**src/pes_regs.vh**
```
`ifndef PES_REGS_VH
`define PES_REGS_VH

// register byte offsets
`define PES_A_MODE 8'h00
`define PES_A_ENABLE 8'h04
`define PES_A_PB_ON 8'h08
`define PES_A_EVENT 8'h0c
`define PES_A_DETCLS 8'h10
`define PES_A_CLSRES 8'h14
`define PES_A_CAUSE 8'h18
`define PES_A_BUDGET 8'h1c
`define PES_A_LIMIT2 8'h20
`define PES_A_LIMIT4 8'h24
`define PES_A_PWRSTAT 8'h28

// port mode field values
`define PES_MODE_SHUT 2'h0
`define PES_MODE_SEMI 2'h2

// detect_result codes
`define PES_DET_NONE 3'h0
`define PES_DET_VALID 3'h1
`define PES_DET_OPEN 3'h2
`define PES_DET_LOWR 3'h3
`define PES_DET_CAP 3'h4
`define PES_DET_CONT 3'h5
`define PES_DET_SWF 3'h6

// class_result_code special values
`define PES_CLS_LIMITED 4'hc
`define PES_CLS_INVALID 4'hf

// power_on_fault_event causes
`define PES_CAUSE_NONE 2'h0
`define PES_CAUSE_INVDET 2'h1
`define PES_CAUSE_CLSERR 2'h2
`define PES_CAUSE_INSUF 2'h3

// measurement step codes to the analog front end
`define PES_STEP_IDLE 4'h0
`define PES_STEP_FCHK_I 4'h1
`define PES_STEP_FCHK_V 4'h2
`define PES_STEP_DRV4 4'h3
`define PES_STEP_DRV8 4'h4
`define PES_STEP_CC 4'h5
`define PES_STEP_FINGER 4'h6
`define PES_STEP_LFINGER 4'h7
`define PES_STEP_CRESET 4'h8

// thresholds: voltage lsb 1 mV, detection current lsb 100 nA
`define PES_V4 16'h0fa0
`define PES_V8 16'h1f40
`define PES_DV 16'h0fa0
`define PES_FET_IMAX 16'h0064
`define PES_FET_VMAX 16'h03e8
`define PES_VTOL 16'h0190
`define PES_CAP_TOL 16'h00c8
`define PES_R_DEN 23'h000014
`define PES_R_LO 23'h000026
`define PES_R_HI 23'h000035
`define PES_CC_TH 16'h0320
// class current bands, lsb 0.1 mA
`define PES_CLS_T0 16'h0032
`define PES_CLS_T1 16'h0082
`define PES_CLS_T2 16'h00d2
`define PES_CLS_T3 16'h012c
`define PES_CLS_T4 16'h01c2
`define PES_CLS_OC 16'h0258

`endif

```
**src/pes_port_sequencer.v**
```verilog
`timescale 1ns/1ns
`include "pes_regs.vh"
module pes_port_sequencer (
   input wire clk,
   input wire rst_b,
   input wire wb_cyc_i,
   input wire wb_stb_i,
   input wire wb_we_i,
   input wire [7:0] wb_adr_i,
   input wire [3:0] wb_sel_i,
   input wire [31:0] wb_dat_i,
   output reg [31:0] wb_dat_o,
   output reg wb_ack_o,
   output reg measReq,
   output reg [3:0] measStep,
   output reg [1:0] measPort,
   input wire measDone,
   input wire [15:0] measCurrent,
   input wire [15:0] measVoltage,
   output reg [3:0] switchOn,
   output reg [31:0] pairsetLimit,
   output reg [15:0] fourPairLimit,
   output reg hostAlert_b
);
   localparam S_IDLE = 10'h001;
   localparam S_FCHKI = 10'h002;
   localparam S_FCHKV = 10'h004;
   localparam S_DET4A = 10'h008;
   localparam S_DET8 = 10'h010;
   localparam S_DET4B = 10'h020;
   localparam S_CC = 10'h040;
   localparam S_PROBE = 10'h080;
   localparam S_CRST = 10'h100;
   localparam S_CPON = 10'h200;

   reg [9:0] state_q;
   reg [7:0] mode_q;
   reg [1:0] fourPair_q;
   reg [3:0] detEn_q;
   reg [3:0] clsEn_q;
   reg [3:0] pbPend_q;
   reg [3:0] evDisc_q;
   reg [3:0] evCls_q;
   reg [3:0] evFault_q;
   reg [11:0] detRes_q;
   reg [15:0] clsCode_q;
   reg [15:0] reqCls_q;
   reg [15:0] grant_q;
   reg [7:0] cause_q;
   reg [15:0] budget_q;
   reg [1:0] dual_q;
   reg [3:0] discDone_q;
   reg [1:0] cur_q;
   reg pwr_q;
   reg sec_q;
   reg [2:0] fcnt_q;
   reg [2:0] nf_q;
   reg [3:0] pendGrant_q;
   reg [3:0] pendCode_q;
   reg [15:0] i4a_q;
   reg [15:0] i8_q;
   reg [2:0] band1_q;
   reg [2:0] band3_q;
   reg [31:0] rdData;
   reg [31:0] wMask;
   reg [3:0] stepNow;
   reg [1:0] pickPb;
   reg [1:0] pickDs;
   reg anyPb;
   reg anyDs;
   reg [3:0] reqNow;
   reg [3:0] budNow;
   integer i;

   wire wbReq = wb_cyc_i & wb_stb_i & ~wb_ack_o;
   wire measOk = measDone & measReq;
   wire grp = cur_q[1];
   wire isFour = fourPair_q[grp];
   wire [15:0] dI = i8_q - i4a_q;
   wire [22:0] dIlo = {7'h00, dI} * `PES_R_LO;
   wire [22:0] dIhi = {7'h00, dI} * `PES_R_HI;
   wire [22:0] dVn = {7'h00, `PES_DV} * `PES_R_DEN;

   function [15:0] absd;
      input [15:0] a;
      input [15:0] b;
      begin
         absd = (a > b) ? a - b : b - a;
      end
   endfunction

   function [2:0] band;
      input [15:0] c;
      begin
         if (c < `PES_CLS_T0) band = 3'h0;
         else if (c < `PES_CLS_T1) band = 3'h1;
         else if (c < `PES_CLS_T2) band = 3'h2;
         else if (c < `PES_CLS_T3) band = 3'h3;
         else if (c < `PES_CLS_T4) band = 3'h4;
         else band = 3'h7;
      end
   endfunction

   function [2:0] fingers;
      input [3:0] g;
      begin
         if (g <= 4'h3) fingers = 3'h1;
         else if (g == 4'h4) fingers = 3'h2;
         else if (g <= 4'h6) fingers = 3'h4;
         else fingers = 3'h5;
      end
   endfunction

   // detection outcome: event, fault or onward to check/probe
   task finishDet;
      input [2:0] code;
      begin
         detRes_q[cur_q*3 +: 3] <= code;
         fcnt_q <= 3'h0;
         if (code != `PES_DET_VALID) begin
            state_q <= S_IDLE;
            if (pwr_q) begin
               cause_q[cur_q*2 +: 2] <= `PES_CAUSE_INVDET;
               evFault_q[cur_q] <= 1'b1;
            end else begin
               discDone_q[cur_q] <= 1'b1;
               if (!isFour) evDisc_q[cur_q] <= 1'b1;
            end
         end else if (isFour && !sec_q) begin
            state_q <= S_CC;
         end else begin
            if (!isFour && !pwr_q) evDisc_q[cur_q] <= 1'b1;
            state_q <= S_PROBE;
         end
      end
   endtask

   always @* begin
      case (state_q)
         S_FCHKI: stepNow = `PES_STEP_FCHK_I;
         S_FCHKV: stepNow = `PES_STEP_FCHK_V;
         S_DET4A: stepNow = `PES_STEP_DRV4;
         S_DET8: stepNow = `PES_STEP_DRV8;
         S_DET4B: stepNow = `PES_STEP_DRV4;
         S_CC: stepNow = `PES_STEP_CC;
         S_PROBE: stepNow = `PES_STEP_FINGER;
         S_CRST: stepNow = `PES_STEP_CRESET;
         S_CPON: stepNow = (fcnt_q == 3'h0) ? `PES_STEP_LFINGER : `PES_STEP_FINGER;
         default: stepNow = `PES_STEP_IDLE;
      endcase
   end

   // lowest numbered port wins; power-on waits for the idle engine
   always @* begin
      pickPb = 2'h0;
      pickDs = 2'h0;
      anyPb = 1'b0;
      anyDs = 1'b0;
      for (i = 3; i >= 0; i = i - 1) begin
         if (pbPend_q[i]) begin
            pickPb = i[1:0];
            anyPb = 1'b1;
         end
         if (mode_q[i*2 +: 2] == `PES_MODE_SEMI && detEn_q[i] && clsEn_q[i]
             && !discDone_q[i] && !switchOn[i]) begin
            pickDs = i[1:0];
            anyDs = 1'b1;
         end
      end
   end

   always @* begin
      if (band1_q == 3'h7) reqNow = `PES_CLS_INVALID;
      else if (band1_q < 3'h4) reqNow = {1'b0, band1_q};
      else if (band3_q == 3'h7) reqNow = `PES_CLS_INVALID;
      else reqNow = 4'h4 + {1'b0, band3_q};
      budNow = budget_q[cur_q*4 +: 4];
   end

   always @* begin
      wMask = {{8{wb_sel_i[3]}}, {8{wb_sel_i[2]}}, {8{wb_sel_i[1]}}, {8{wb_sel_i[0]}}};
      case (wb_adr_i)
         `PES_A_MODE: rdData = {22'h000000, fourPair_q, mode_q};
         `PES_A_ENABLE: rdData = {24'h000000, clsEn_q, detEn_q};
         `PES_A_PB_ON: rdData = 32'h00000000;
         `PES_A_EVENT: rdData = {20'h00000, evFault_q, evCls_q, evDisc_q};
         `PES_A_DETCLS: rdData = {clsCode_q[15:12], 1'b0, detRes_q[11:9],
                                  clsCode_q[11:8], 1'b0, detRes_q[8:6],
                                  clsCode_q[7:4], 1'b0, detRes_q[5:3],
                                  clsCode_q[3:0], 1'b0, detRes_q[2:0]};
         `PES_A_CLSRES: rdData = {grant_q[15:12], reqCls_q[15:12], grant_q[11:8],
                                  reqCls_q[11:8], grant_q[7:4], reqCls_q[7:4],
                                  grant_q[3:0], reqCls_q[3:0]};
         `PES_A_CAUSE: rdData = {24'h000000, cause_q};
         `PES_A_BUDGET: rdData = {16'h0000, budget_q};
         `PES_A_LIMIT2: rdData = pairsetLimit;
         `PES_A_LIMIT4: rdData = {16'h0000, fourPairLimit};
         `PES_A_PWRSTAT: rdData = {26'h0000000, dual_q, switchOn};
         default: rdData = 32'h00000000;
      endcase
   end

   always @(posedge clk or negedge rst_b) begin
      if (!rst_b) begin
         wb_ack_o <= 1'b0;
         wb_dat_o <= 32'h00000000;
         state_q <= S_IDLE;
         mode_q <= 8'h00;
         fourPair_q <= 2'h0;
         detEn_q <= 4'h0;
         clsEn_q <= 4'h0;
         pbPend_q <= 4'h0;
         evDisc_q <= 4'h0;
         evCls_q <= 4'h0;
         evFault_q <= 4'h0;
         detRes_q <= 12'h000;
         clsCode_q <= 16'h0000;
         reqCls_q <= 16'h0000;
         grant_q <= 16'h0000;
         cause_q <= 8'h00;
         budget_q <= 16'h0000;
         dual_q <= 2'h0;
         discDone_q <= 4'h0;
         cur_q <= 2'h0;
         pwr_q <= 1'b0;
         sec_q <= 1'b0;
         fcnt_q <= 3'h0;
         nf_q <= 3'h1;
         pendGrant_q <= 4'h0;
         pendCode_q <= 4'h0;
         i4a_q <= 16'h0000;
         i8_q <= 16'h0000;
         band1_q <= 3'h0;
         band3_q <= 3'h0;
         measReq <= 1'b0;
         measStep <= `PES_STEP_IDLE;
         measPort <= 2'h0;
         switchOn <= 4'h0;
         pairsetLimit <= 32'h00000000;
         fourPairLimit <= 16'h0000;
         hostAlert_b <= 1'b1;
      end else begin
         wb_ack_o <= wbReq;
         if (wbReq && !wb_we_i) begin
            wb_dat_o <= rdData;
            if (wb_adr_i == `PES_A_EVENT) begin
               evDisc_q <= 4'h0;
               evCls_q <= 4'h0;
               evFault_q <= 4'h0;
            end
         end
         if (wbReq && wb_we_i) begin
            case (wb_adr_i)
               `PES_A_MODE: begin
                  mode_q <= (mode_q & ~wMask[7:0]) | (wb_dat_i[7:0] & wMask[7:0]);
                  if (wb_sel_i[1]) fourPair_q <= wb_dat_i[9:8];
               end
               `PES_A_ENABLE: if (wb_sel_i[0]) begin
                  detEn_q <= wb_dat_i[3:0];
                  clsEn_q <= wb_dat_i[7:4];
                  discDone_q <= 4'h0;
               end
               `PES_A_PB_ON: if (wb_sel_i[0]) pbPend_q <= pbPend_q | wb_dat_i[3:0];
               `PES_A_BUDGET: budget_q <= (budget_q & ~wMask[15:0]) | (wb_dat_i[15:0] & wMask[15:0]);
               `PES_A_LIMIT2: pairsetLimit <= (pairsetLimit & ~wMask) | (wb_dat_i & wMask);
               `PES_A_LIMIT4: fourPairLimit <= (fourPairLimit & ~wMask[15:0])
                                               | (wb_dat_i[15:0] & wMask[15:0]);
               default: ;
            endcase
         end
         for (i = 0; i < 4; i = i + 1)
            if (mode_q[i*2 +: 2] == `PES_MODE_SHUT) switchOn[i] <= 1'b0;
         hostAlert_b <= ~(|{evDisc_q, evCls_q, evFault_q});
         measReq <= (state_q != S_IDLE) & ~measOk;
         measStep <= stepNow;
         measPort <= cur_q;
         case (state_q)
            S_IDLE: begin
               sec_q <= 1'b0;
               fcnt_q <= 3'h0;
               if (anyPb) begin
                  cur_q <= pickPb;
                  pwr_q <= 1'b1;
                  // a pushbutton written in this very cycle must not be lost
                  pbPend_q[pickPb] <= wbReq && wb_we_i && wb_adr_i == `PES_A_PB_ON
                                      && wb_sel_i[0] && wb_dat_i[pickPb];
                  cause_q[pickPb*2 +: 2] <= `PES_CAUSE_NONE;
                  state_q <= S_FCHKI;
               end else if (anyDs) begin
                  cur_q <= pickDs;
                  pwr_q <= 1'b0;
                  state_q <= S_FCHKI;
               end
            end
            S_FCHKI: if (measOk) begin
               if (measCurrent > `PES_FET_IMAX) finishDet(`PES_DET_SWF);
               else state_q <= S_FCHKV;
            end
            S_FCHKV: if (measOk) begin
               if (measVoltage > `PES_FET_VMAX) finishDet(`PES_DET_SWF);
               else state_q <= S_DET4A;
            end
            S_DET4A: if (measOk) begin
               i4a_q <= measCurrent;
               if (absd(measVoltage, `PES_V4) > `PES_VTOL) finishDet(`PES_DET_CONT);
               else state_q <= S_DET8;
            end
            S_DET8: if (measOk) begin
               i8_q <= measCurrent;
               if (absd(measVoltage, `PES_V8) > `PES_VTOL) finishDet(`PES_DET_CONT);
               else state_q <= S_DET4B;
            end
            S_DET4B: if (measOk) begin
               if (absd(measVoltage, `PES_V4) > `PES_VTOL) finishDet(`PES_DET_CONT);
               else if (absd(measCurrent, i4a_q) > `PES_CAP_TOL) finishDet(`PES_DET_CAP);
               else if (i8_q <= i4a_q || dIhi < dVn) finishDet(`PES_DET_OPEN);
               else if (dIlo > dVn) finishDet(`PES_DET_LOWR);
               else finishDet(`PES_DET_VALID);
            end
            S_CC: if (measOk) begin
               dual_q[grp] <= (measCurrent > `PES_CC_TH);
               if (!pwr_q) evDisc_q[cur_q] <= 1'b1;
               fcnt_q <= 3'h0;
               state_q <= S_PROBE;
            end
            S_PROBE: if (measOk) begin
               if (fcnt_q == 3'h0) band1_q <= band(measCurrent);
               if (fcnt_q == 3'h2) begin
                  band3_q <= band(measCurrent);
                  state_q <= S_CRST;
               end
               fcnt_q <= fcnt_q + 3'h1;
            end
            S_CRST: if (measOk) begin
               fcnt_q <= 3'h0;
               reqCls_q[cur_q*4 +: 4] <= reqNow;
               if (!pwr_q) begin
                  clsCode_q[cur_q*4 +: 4] <= reqNow;
                  evCls_q[cur_q] <= 1'b1;
                  if (isFour && dual_q[grp] && !sec_q) begin
                     sec_q <= 1'b1;
                     cur_q <= cur_q ^ 2'h1;
                     state_q <= S_FCHKI;
                  end else begin
                     discDone_q[cur_q] <= 1'b1;
                     state_q <= S_IDLE;
                  end
               end else if ((isFour && !dual_q[grp] && reqNow >= 4'h5
                             && reqNow != `PES_CLS_INVALID)
                            || (isFour && dual_q[grp] && budNow == 4'h0)) begin
                  cause_q[cur_q*2 +: 2] <= `PES_CAUSE_INSUF;
                  evFault_q[cur_q] <= 1'b1;
                  state_q <= S_IDLE;
               end else if (reqNow == `PES_CLS_INVALID) begin
                  cause_q[cur_q*2 +: 2] <= `PES_CAUSE_CLSERR;
                  evFault_q[cur_q] <= 1'b1;
                  state_q <= S_IDLE;
               // class 4+ demoted to class 3
               end else if (reqNow >= 4'h4 && budNow < 4'h4) begin
                  pendGrant_q <= 4'h3;
                  pendCode_q <= `PES_CLS_LIMITED;
                  nf_q <= 3'h1;
                  state_q <= S_CPON;
               end else begin
                  pendGrant_q <= (reqNow < budNow) ? reqNow : budNow;
                  pendCode_q <= (reqNow < budNow) ? reqNow : budNow;
                  nf_q <= fingers((reqNow < budNow) ? reqNow : budNow);
                  state_q <= S_CPON;
               end
            end
            S_CPON: if (measOk) begin
               if (measCurrent > `PES_CLS_OC || band(measCurrent) == 3'h7) begin
                  cause_q[cur_q*2 +: 2] <= `PES_CAUSE_CLSERR;
                  evFault_q[cur_q] <= 1'b1;
                  state_q <= S_IDLE;
               end else if (fcnt_q + 3'h1 >= nf_q) begin
                  grant_q[cur_q*4 +: 4] <= pendGrant_q;
                  clsCode_q[cur_q*4 +: 4] <= pendCode_q;
                  switchOn[cur_q] <= 1'b1;
                  state_q <= S_IDLE;
               end else begin
                  fcnt_q <= fcnt_q + 3'h1;
               end
            end
            default: state_q <= S_IDLE;
         endcase
      end
   end
endmodule

```
**config.mk**
```make
export PLATFORM = sky130hd
export DESIGN_NAME = pes_port_sequencer
export DESIGN_NICKNAME = d
export VERILOG_FILES = /design/src/pes_port_sequencer.v
export VERILOG_INCLUDE_DIRS = /design/src
export SDC_FILE = /design/constraint.sdc
export NUM_CORES = 1
export LEC_CHECK = 0
export BUFFER_PORTS_ARGS = -buffer_cell sky130_fd_sc_hd__buf_4
export CELL_PAD_IN_SITES_DETAIL_PLACEMENT = 2
export CELL_PAD_IN_SITES_GLOBAL_PLACEMENT = 2
export CORE_MARGIN = 5
export CORE_UTILIZATION = 41
export CTS_CLUSTER_SIZE = 28
export DETAILED_ROUTE_END_ITERATION = 12
export GPL_TIMING_DRIVEN = 0
export PLACE_DENSITY = 0.93
export SLEW_MARGIN = 20
export SYNTH_ARGS = -nofsm -noshare
export SYNTH_HDL_FRONTEND = slang
export SYNTH_SLANG_ARGS = --single-unit
```
**constraint.sdc**
```tcl
create_clock -name clk -period 19 [get_ports clk]
set_input_delay 0.95 -clock clk [delete_from_list [all_inputs] [get_ports clk]]
set_output_delay 0.95 -clock clk [all_outputs]
set_load 0.01 [all_outputs]
```
==> metrics.txt, run 1 <==
io pins roughly 180; CTS tree done; Arr. time, crit path roughly 9.4 ns; Slew @ Worst Pin 1.35 ns; worst-path maximum fanout 7; Post-Syn Nets ~2500; antenna violations before repair 7; final wirelength 102000 µm; Max Cap Viol 0; Seq cells post-synth roughly 280; RSZ-0062 raised after global routing false; crit-path leading delay family compound AO/OA/AOI/OAI gates; Tcrit/Tclk final 0.472; Setup Buffers After CTS 0; Die ar. ~55000 µm²; final hold slack roughly 0.25 ns; f_max 111 MHz; minimum clock period between 8 and 9 ns; first-pass GRT wire length 153000 µm; Startpoint Class register; Design Area, Final approximately 24000 µm²; hold buffers post-CTS 0; placed cell areas around 23000 µm²; critical path startpoint i4a_q[1]$_DFFE_PN0P_; layout cells sized above 1 0.167; Pint between 1000 and 1500 µW; CTS Buf Count 35; vias in the first global route ~24000; FP Rows 82; worst stage delay on the critical path 0.67 ns; die height ~230 µm; die width 234 µm; Crit-path slowest cell a211oi_1; Setup WS post-layout 10.03 ns; dpl hpwl 71200 µm; Fillers roughly 5300; Final Hold Vio Count 0; met2 usage 0.629; post-route setup TNS 0 ns; Layout Cells excl Fill approximately 3200; clock power share 0.458; max-slew violations 0; WL per Instance 32.3 µm; busiest grt layer met2; Comb power frac 0.145; sequential fraction of design power 0.397; post-cts resize count 0; Power Dens Cells 66.0 nW/µm²; first-pass detailed-route iteration total 8; final setup vio count 0; H-tree levels 2; layout overhead on the synthesized area 16.9%; Max Buffers Root-to-Sink 3; drt drc 0; Slew headroom 0.100; All-Layer GR Usage 0.366; Switching Share 0.309; Synthesis Warnings 0; number of distinct library cells after synthesis just under 100; RePlAce Congestion 0.925; worst slack, placed 10.50 ns; clock skew roughly 0.022 ns; Avg Inst Size Synth 9.15 µm²; worst min path class in -> async; met3 Resource Use GR 0.0943; Port Buffers between 150 and 200; EDFF count, synth 0; worst skew pair latency roughly 0.58 ns; mapped cell area 20600 µm²; Post-synth ARST share 1.00; RR Startpoint i4a_q[1]$_DFFE_PN0P_; critical path endpoint category register; VDD IR max between 50 and 60 µV; Top FF cell, synth dfrtp_1; DRT iter0 DRCs approximately 2200; Psw roughly 490 µW; Vias/cell about 6.6; CTS Root Cell clkbuf_16; Core Area 50000 µm²; leak pwr around 0.012 µW; post-route ant nets 0; Post-Syn Instances ~2300; CP required ~19 ns; CTS Sinks around 280; largest net degree at the start of global routing 91; Worst Path Buf+Inv 5; Crit Path Category reg -> reg; DR vias roughly 21000; # placed instances slightly above 3000; Initial Utilization 0.412; sequential-to-total area share from yosys stat 0.344; run status complete, no violations; Reg clk slew, reported paths around 0.06 ns; Final #Nets around 2700; grt met1 use 0.388; grt ovf 0
==> cell type report <==
cell class	instances	area, µm²	area share
Inverter	190	713	0.0296
Clock buffer	54	1040	0.0431
Multi-Input combinational cell	1687	12400	0.515
Antenna cell	1	2.50	0.000104
Tap cell	672	841	0.0349
Sequential cell	283	7090	0.294
Clock inverter	9	143	0.00593
Buffer	91	443	0.0184
Timing Repair Buffer	178	1400	0.0580
==> path summary, 6_finish.rpt <==
check                                           end  slack [ns]  cells past startpoint
setup / recovery             evFault_q[3]$_DFF_PN0_       10.03                     29
hold / removal             wb_dat_o[21]$_DFFE_PN0P_        0.25                      1
setup reg to reg             evFault_q[3]$_DFF_PN0_       10.03                     29
hold reg to reg             wb_dat_o[4]$_DFFE_PN0P_        0.48                      1
max in group asynchronous       i8_q[9]$_DFFE_PN0P_       17.45                      3
min in group clk            wb_dat_o[4]$_DFFE_PN0P_        0.48                      1
==> synthesized netlist by cell type, types with 14 or more instances <==
master    count  area (µm²)
dfrtp_1     280        7010
nand2_1     249         935
inv_1       189         709
ha_1        148        1850
o21ai_0     143         716
a21oi_1     128         641
nor2_1      116         435
mux2_2      109        1230
clkbuf_1     58         218
nand3_1      54         270
o31ai_1      49         368
xnor2_1      45         394
fa_1         39         781
a21o_1       38         285
nor3_1       34         170
a31oi_1      33         206
a22oi_1      31         233
xor2_1       29         254
mux2i_1      27         270
a222oi_1     24         240
nand2b_1     24         150
and3_1       23         144
nor2b_1      21         131
nand4_1      20         125
o21a_1       20         150
a211oi_1     18         135
buf_2        18        90.1
a221oi_1     15         131
nor4_1       14        87.6
or3_1        14        87.6
==> placed cells by master, fill, tap and decap left out, types with 17 or more instances in the layout <==
cell type	instances
a21o_1	38
dfrtp_1	280
a21oi_1	128
mux2_2	109
nand3_1	54
inv_1	189
a31oi_1	33
ha_1	148
a222oi_1	24
o21ai_0	141
nor2b_1	21
buf_4	174
nand2_1	249
xnor2_1	45
clkbuf_1	68
o21a_1	20
o31ai_1	49
nor3_1	34
buf_2	21
clkbuf_16	35
fa_1	39
and3_1	23
nand4_1	20
xor2_1	29
a211oi_1	17
nor2_1	116
mux2i_1	27
nand2b_1	24
a22oi_1	31
==> stage by stage <==
step / utilization / power (µW)
after floorplan: - / 742
after global placement: 0.454 / 832
after detailed placement: 0.457 / 850
after CTS: 0.481 / 1580
after global routing: 0.482 / 1620
final: 0.482 / 1590
==> worst register-to-register path: cells and delay by family, from the launching register on <==
| family | cells | cell delay [ns] |
|---|---|---|
| AOI/OAI and AO/OA | 13 | 3.94 |
| adders and majority gates | 4 | 1.63 |
| and+or+nand+nor | 4 | 0.97 |
| xor gates and xnor gates | 3 | 0.96 |
| buffers and inverters | 5 | 0.80 |
| DFF | 1 | 0.50 |
==> layer usage <==
| layer | wire, µm | vias to the layer above | share of wire |
|---|---|---|---|
| met5 | 54 | - | 0.00053 |
| met4 | 9040 | 8 | 0.088 |
| met3 | 8020 | 570 | 0.078 |
| met2 | 49300 | 1198 | 0.48 |
| met1 | 35800 | 10600 | 0.35 |
| li1 | - | 8609 | - |
==> power by group through the flow <==
stage,clock (µW),combinational (µW),sequential (µW)
2_1_floorplan,0,110,632
3_3_place_gp,0,196,636
3_5_place_dp,0,212,637
4_1_cts,727,221,628
5_1_grt,751,242,630
6_report,727,230,631
==> kinds of logic (layout without fill, tap and decap cells) <==
kind of cell    Yosys count  in the layout  synth area share
compound gates          634            634             0.208
xor+xnor                 74             74            0.0315
fa+ha+maj               188            188             0.128
buf+inv                 281            522            0.0561
flops                   283            283             0.344
mux                     140            140            0.0771
other cells               0              1                 0
simple gates            651            651             0.155
Power figures use the tool's default switching activity.
==> run 2, diff against run 1 <==
--- a/config.mk
+++ b/config.mk
@@ -10,11 +10,11 @@
 export CELL_PAD_IN_SITES_DETAIL_PLACEMENT = 2
 export CELL_PAD_IN_SITES_GLOBAL_PLACEMENT = 2
 export CORE_MARGIN = 5
-export CORE_UTILIZATION = 41
+export CORE_UTILIZATION = 39
 export CTS_CLUSTER_SIZE = 28
 export DETAILED_ROUTE_END_ITERATION = 12
 export GPL_TIMING_DRIVEN = 0
-export PLACE_DENSITY = 0.93
+export PLACE_DENSITY = 0.89
 export SLEW_MARGIN = 20
 export SYNTH_ARGS = -nofsm -noshare
 export SYNTH_HDL_FRONTEND = slang
==> constraint.sdc (replaced) <==
create_clock -name clk -period 9.2 [get_ports clk]
set_input_delay 0.46 -clock clk [delete_from_list [all_inputs] [get_ports clk]]
set_output_delay 0.46 -clock clk [all_outputs]
set_load 0.01 [all_outputs]
==> run 2 against run 1 <==
Clock-buffer cell count down 5. Setup slack got worse by 9.3 ns. Final area decreased by 0.36%. Critical path type unchanged. Utilization shrank 2.4 points. Via count is 5.0% lower. Critical endpoint is now evFault_q[0]$_DFF_PN0_.
==> metrics.txt, run 2 (synthesis results as in run 1) <==
RSZ-0062 raised after global routing false; Core Area between 50000 and 60000 µm²; drt drc 0; diode count 0; post-route ant nets 0; largest net degree at the start of global routing 100; R2R Path End evFault_q[0]$_DFF_PN0_; leak pwr 0.0115 µW; layout overhead on the synthesized area 16.5%; max-slew violations 0; worst min path class in -> reg; first-pass GRT wire length between 100000 and 150000 µm; Layout Cells excl Fill 3174; worst stage delay on the critical path between 0.5 and 0.6 ns; die height 240 µm; worst slack, placed ~0.51 ns; Tcrit/Tclk final 0.923; placed cell areas 22800 µm²; Crit-path slowest cell a211oi_1; final setup vio count 0; VDD IR max 133 µV; minimum clock period between 8 and 9 ns; Final Hold Vio Count 0; Startpoint Class register; critical path endpoint category register; Die ar. between 50000 and 60000 µm²; post-route setup TNS 0 ns; worst reg2reg path depth 30; worst skew pair latency ~0.57 ns; WL per Instance roughly 28 µm; die width approximately 240 µm; hold depth 2; layout cells sized above 1 0.163; vias in the first global route 22200; H-tree levels 2; RePlAce Congestion 0.933; CTS tree done; dpl hpwl roughly 68000 µm; # placed instances around 3100; startpoint of the worst hold path wb_dat_i[16]; metal2 WL approximately 45000 µm; final hold slack 0.131 ns; Slew headroom 0.192; Reg clk slew, reported paths around 0.050 ns; most common cell after layout, fill and taps aside dfrtp_1; Port Buffers about 170; CTS Buf Count 35; run status complete, no violations; CP required slightly below 10 ns; Reg2Reg Setup Slack ~0.7 ns; Arr. time, crit path 8.90 ns; Design Area, Final 24000 µm²; antenna violations before repair 0; grt ovf 0; Setup WS post-layout about 0.7 ns; DR vias between 15000 and 20000; clock skew 0.0302 ns; CTS Root Cell clkbuf_16; Slew @ Worst Pin 1.20 ns; Power Dens Cells between 100 and 150 nW/µm²; Final #Nets 2732; max layer used met4; f_max 118 MHz; Vias/cell 6.28; io pins between 150 and 200; All-Layer GR Usage 0.304; first-pass detailed-route iteration total 6; Max Buffers Root-to-Sink 3; FP Rows 84; met3 wire length 4600 µm; DRT iter0 DRCs roughly 1500; RR Startpoint i4a_q[1]$_DFFE_PN0P_; Max Cap Viol 0; Crit Path Category reg -> reg; most frequent cells in the layout dfrtp_1, nand2_1, inv_1; worst-path maximum fanout 8; Initial Utilization 0.393; final wirelength 89700 µm; CTS Sinks 283; DRT met1 WL around 35000 µm
[run 2: cell count changes in the layout (fill, tap and decap cells not counted), moves of 2 or more]
cell       delta
a311oi_2      -3
a311oi_1      +3
clkbuf_8      -5
o21ai_0       +2
buf_4         -3
clkinv_4      +3
bufinv_16     -2
[run 2: area by class of cell]
| class | count | area, µm² |
|---|---|---|
| clock buffers | 49 | 968 |
| well taps | 688 | 861 |
| inverters | 190 | 713 |
| plain buffers | 91 | 443 |
| fillers | 5540 | 28500 |
| repair buffers | 175 | 1380 |
| flip-flops and latches | 283 | 7090 |
| clock inverters | 11 | 131 |
| multi-input cells | 1687 | 12400 |
[run 2: worst max path at each step]
stage / cells past startpoint / startpoint / end / slack, ns
6_report: 30 / i4a_q[1]$_DFFE_PN0P_ / evFault_q[0]$_DFF_PN0_ / 0.71
5_1_grt: 30 / i4a_q[1]$_DFFE_PN0P_ / evFault_q[0]$_DFF_PN0_ / 0.16
4_1_cts: 29 / i4a_q[1]$_DFFE_PN0P_ / evFault_q[0]$_DFF_PN0_ / 0.48
3_5_place_dp: 29 / i4a_q[1]$_DFFE_PN0P_ / evFault_q[0]$_DFF_PN0_ / 0.51
3_3_place_gp: 29 / i4a_q[1]$_DFFE_PN0P_ / evFault_q[3]$_DFF_PN0_ / 0.81
2_1_floorplan: 29 / i4a_q[1]$_DFFE_PN0P_ / cause_q[5]$_DFFE_PN0P_ / 2.57
[run 2: power by group]
part           total, µW  internal [µW]  switching (µW)
clock               1380            772             607
sequential          1300           1270            28.3
combinational        450            135             316
[run 2: critical path, delay by kind of cell, from the launching register on]
family	cells	cell delay, ns
buffers and inverters	4	0.56
AOI/OAI and AO/OA	15	3.98
xor gates and xnor gates	3	0.60
adders and majority gates	4	1.58
DFF	1	0.58
and+or+nand+nor	4	1.05
[run 2: per-stage QoR]
| stage | utilization | total power, µW |
|---|---|---|
| 2_1_floorplan | - | 1530 |
| 3_3_place_gp | 0.433 | 1720 |
| 3_5_place_dp | 0.436 | 1750 |
| 4_1_cts | 0.457 | 3130 |
| 5_1_grt | 0.457 | 3220 |
| 6_report | 0.457 | 3130 |
[run 2: routing by layer]
metal  vias to the layer above  track usage
li1                       8606            -
met1                     10300        0.355
met2                       716        0.539
met3                       265       0.0440
met4                         0        0.163
met5                         -            0
[run 2: repair_timing]
item                                    4_1_cts  5_1_grt
hold endpoints to repair                     31        0
endpoints found under the setup margin        0        2
resized for setup                             0        1
hold buffers                                  1        0
buffers inserted                              0        0
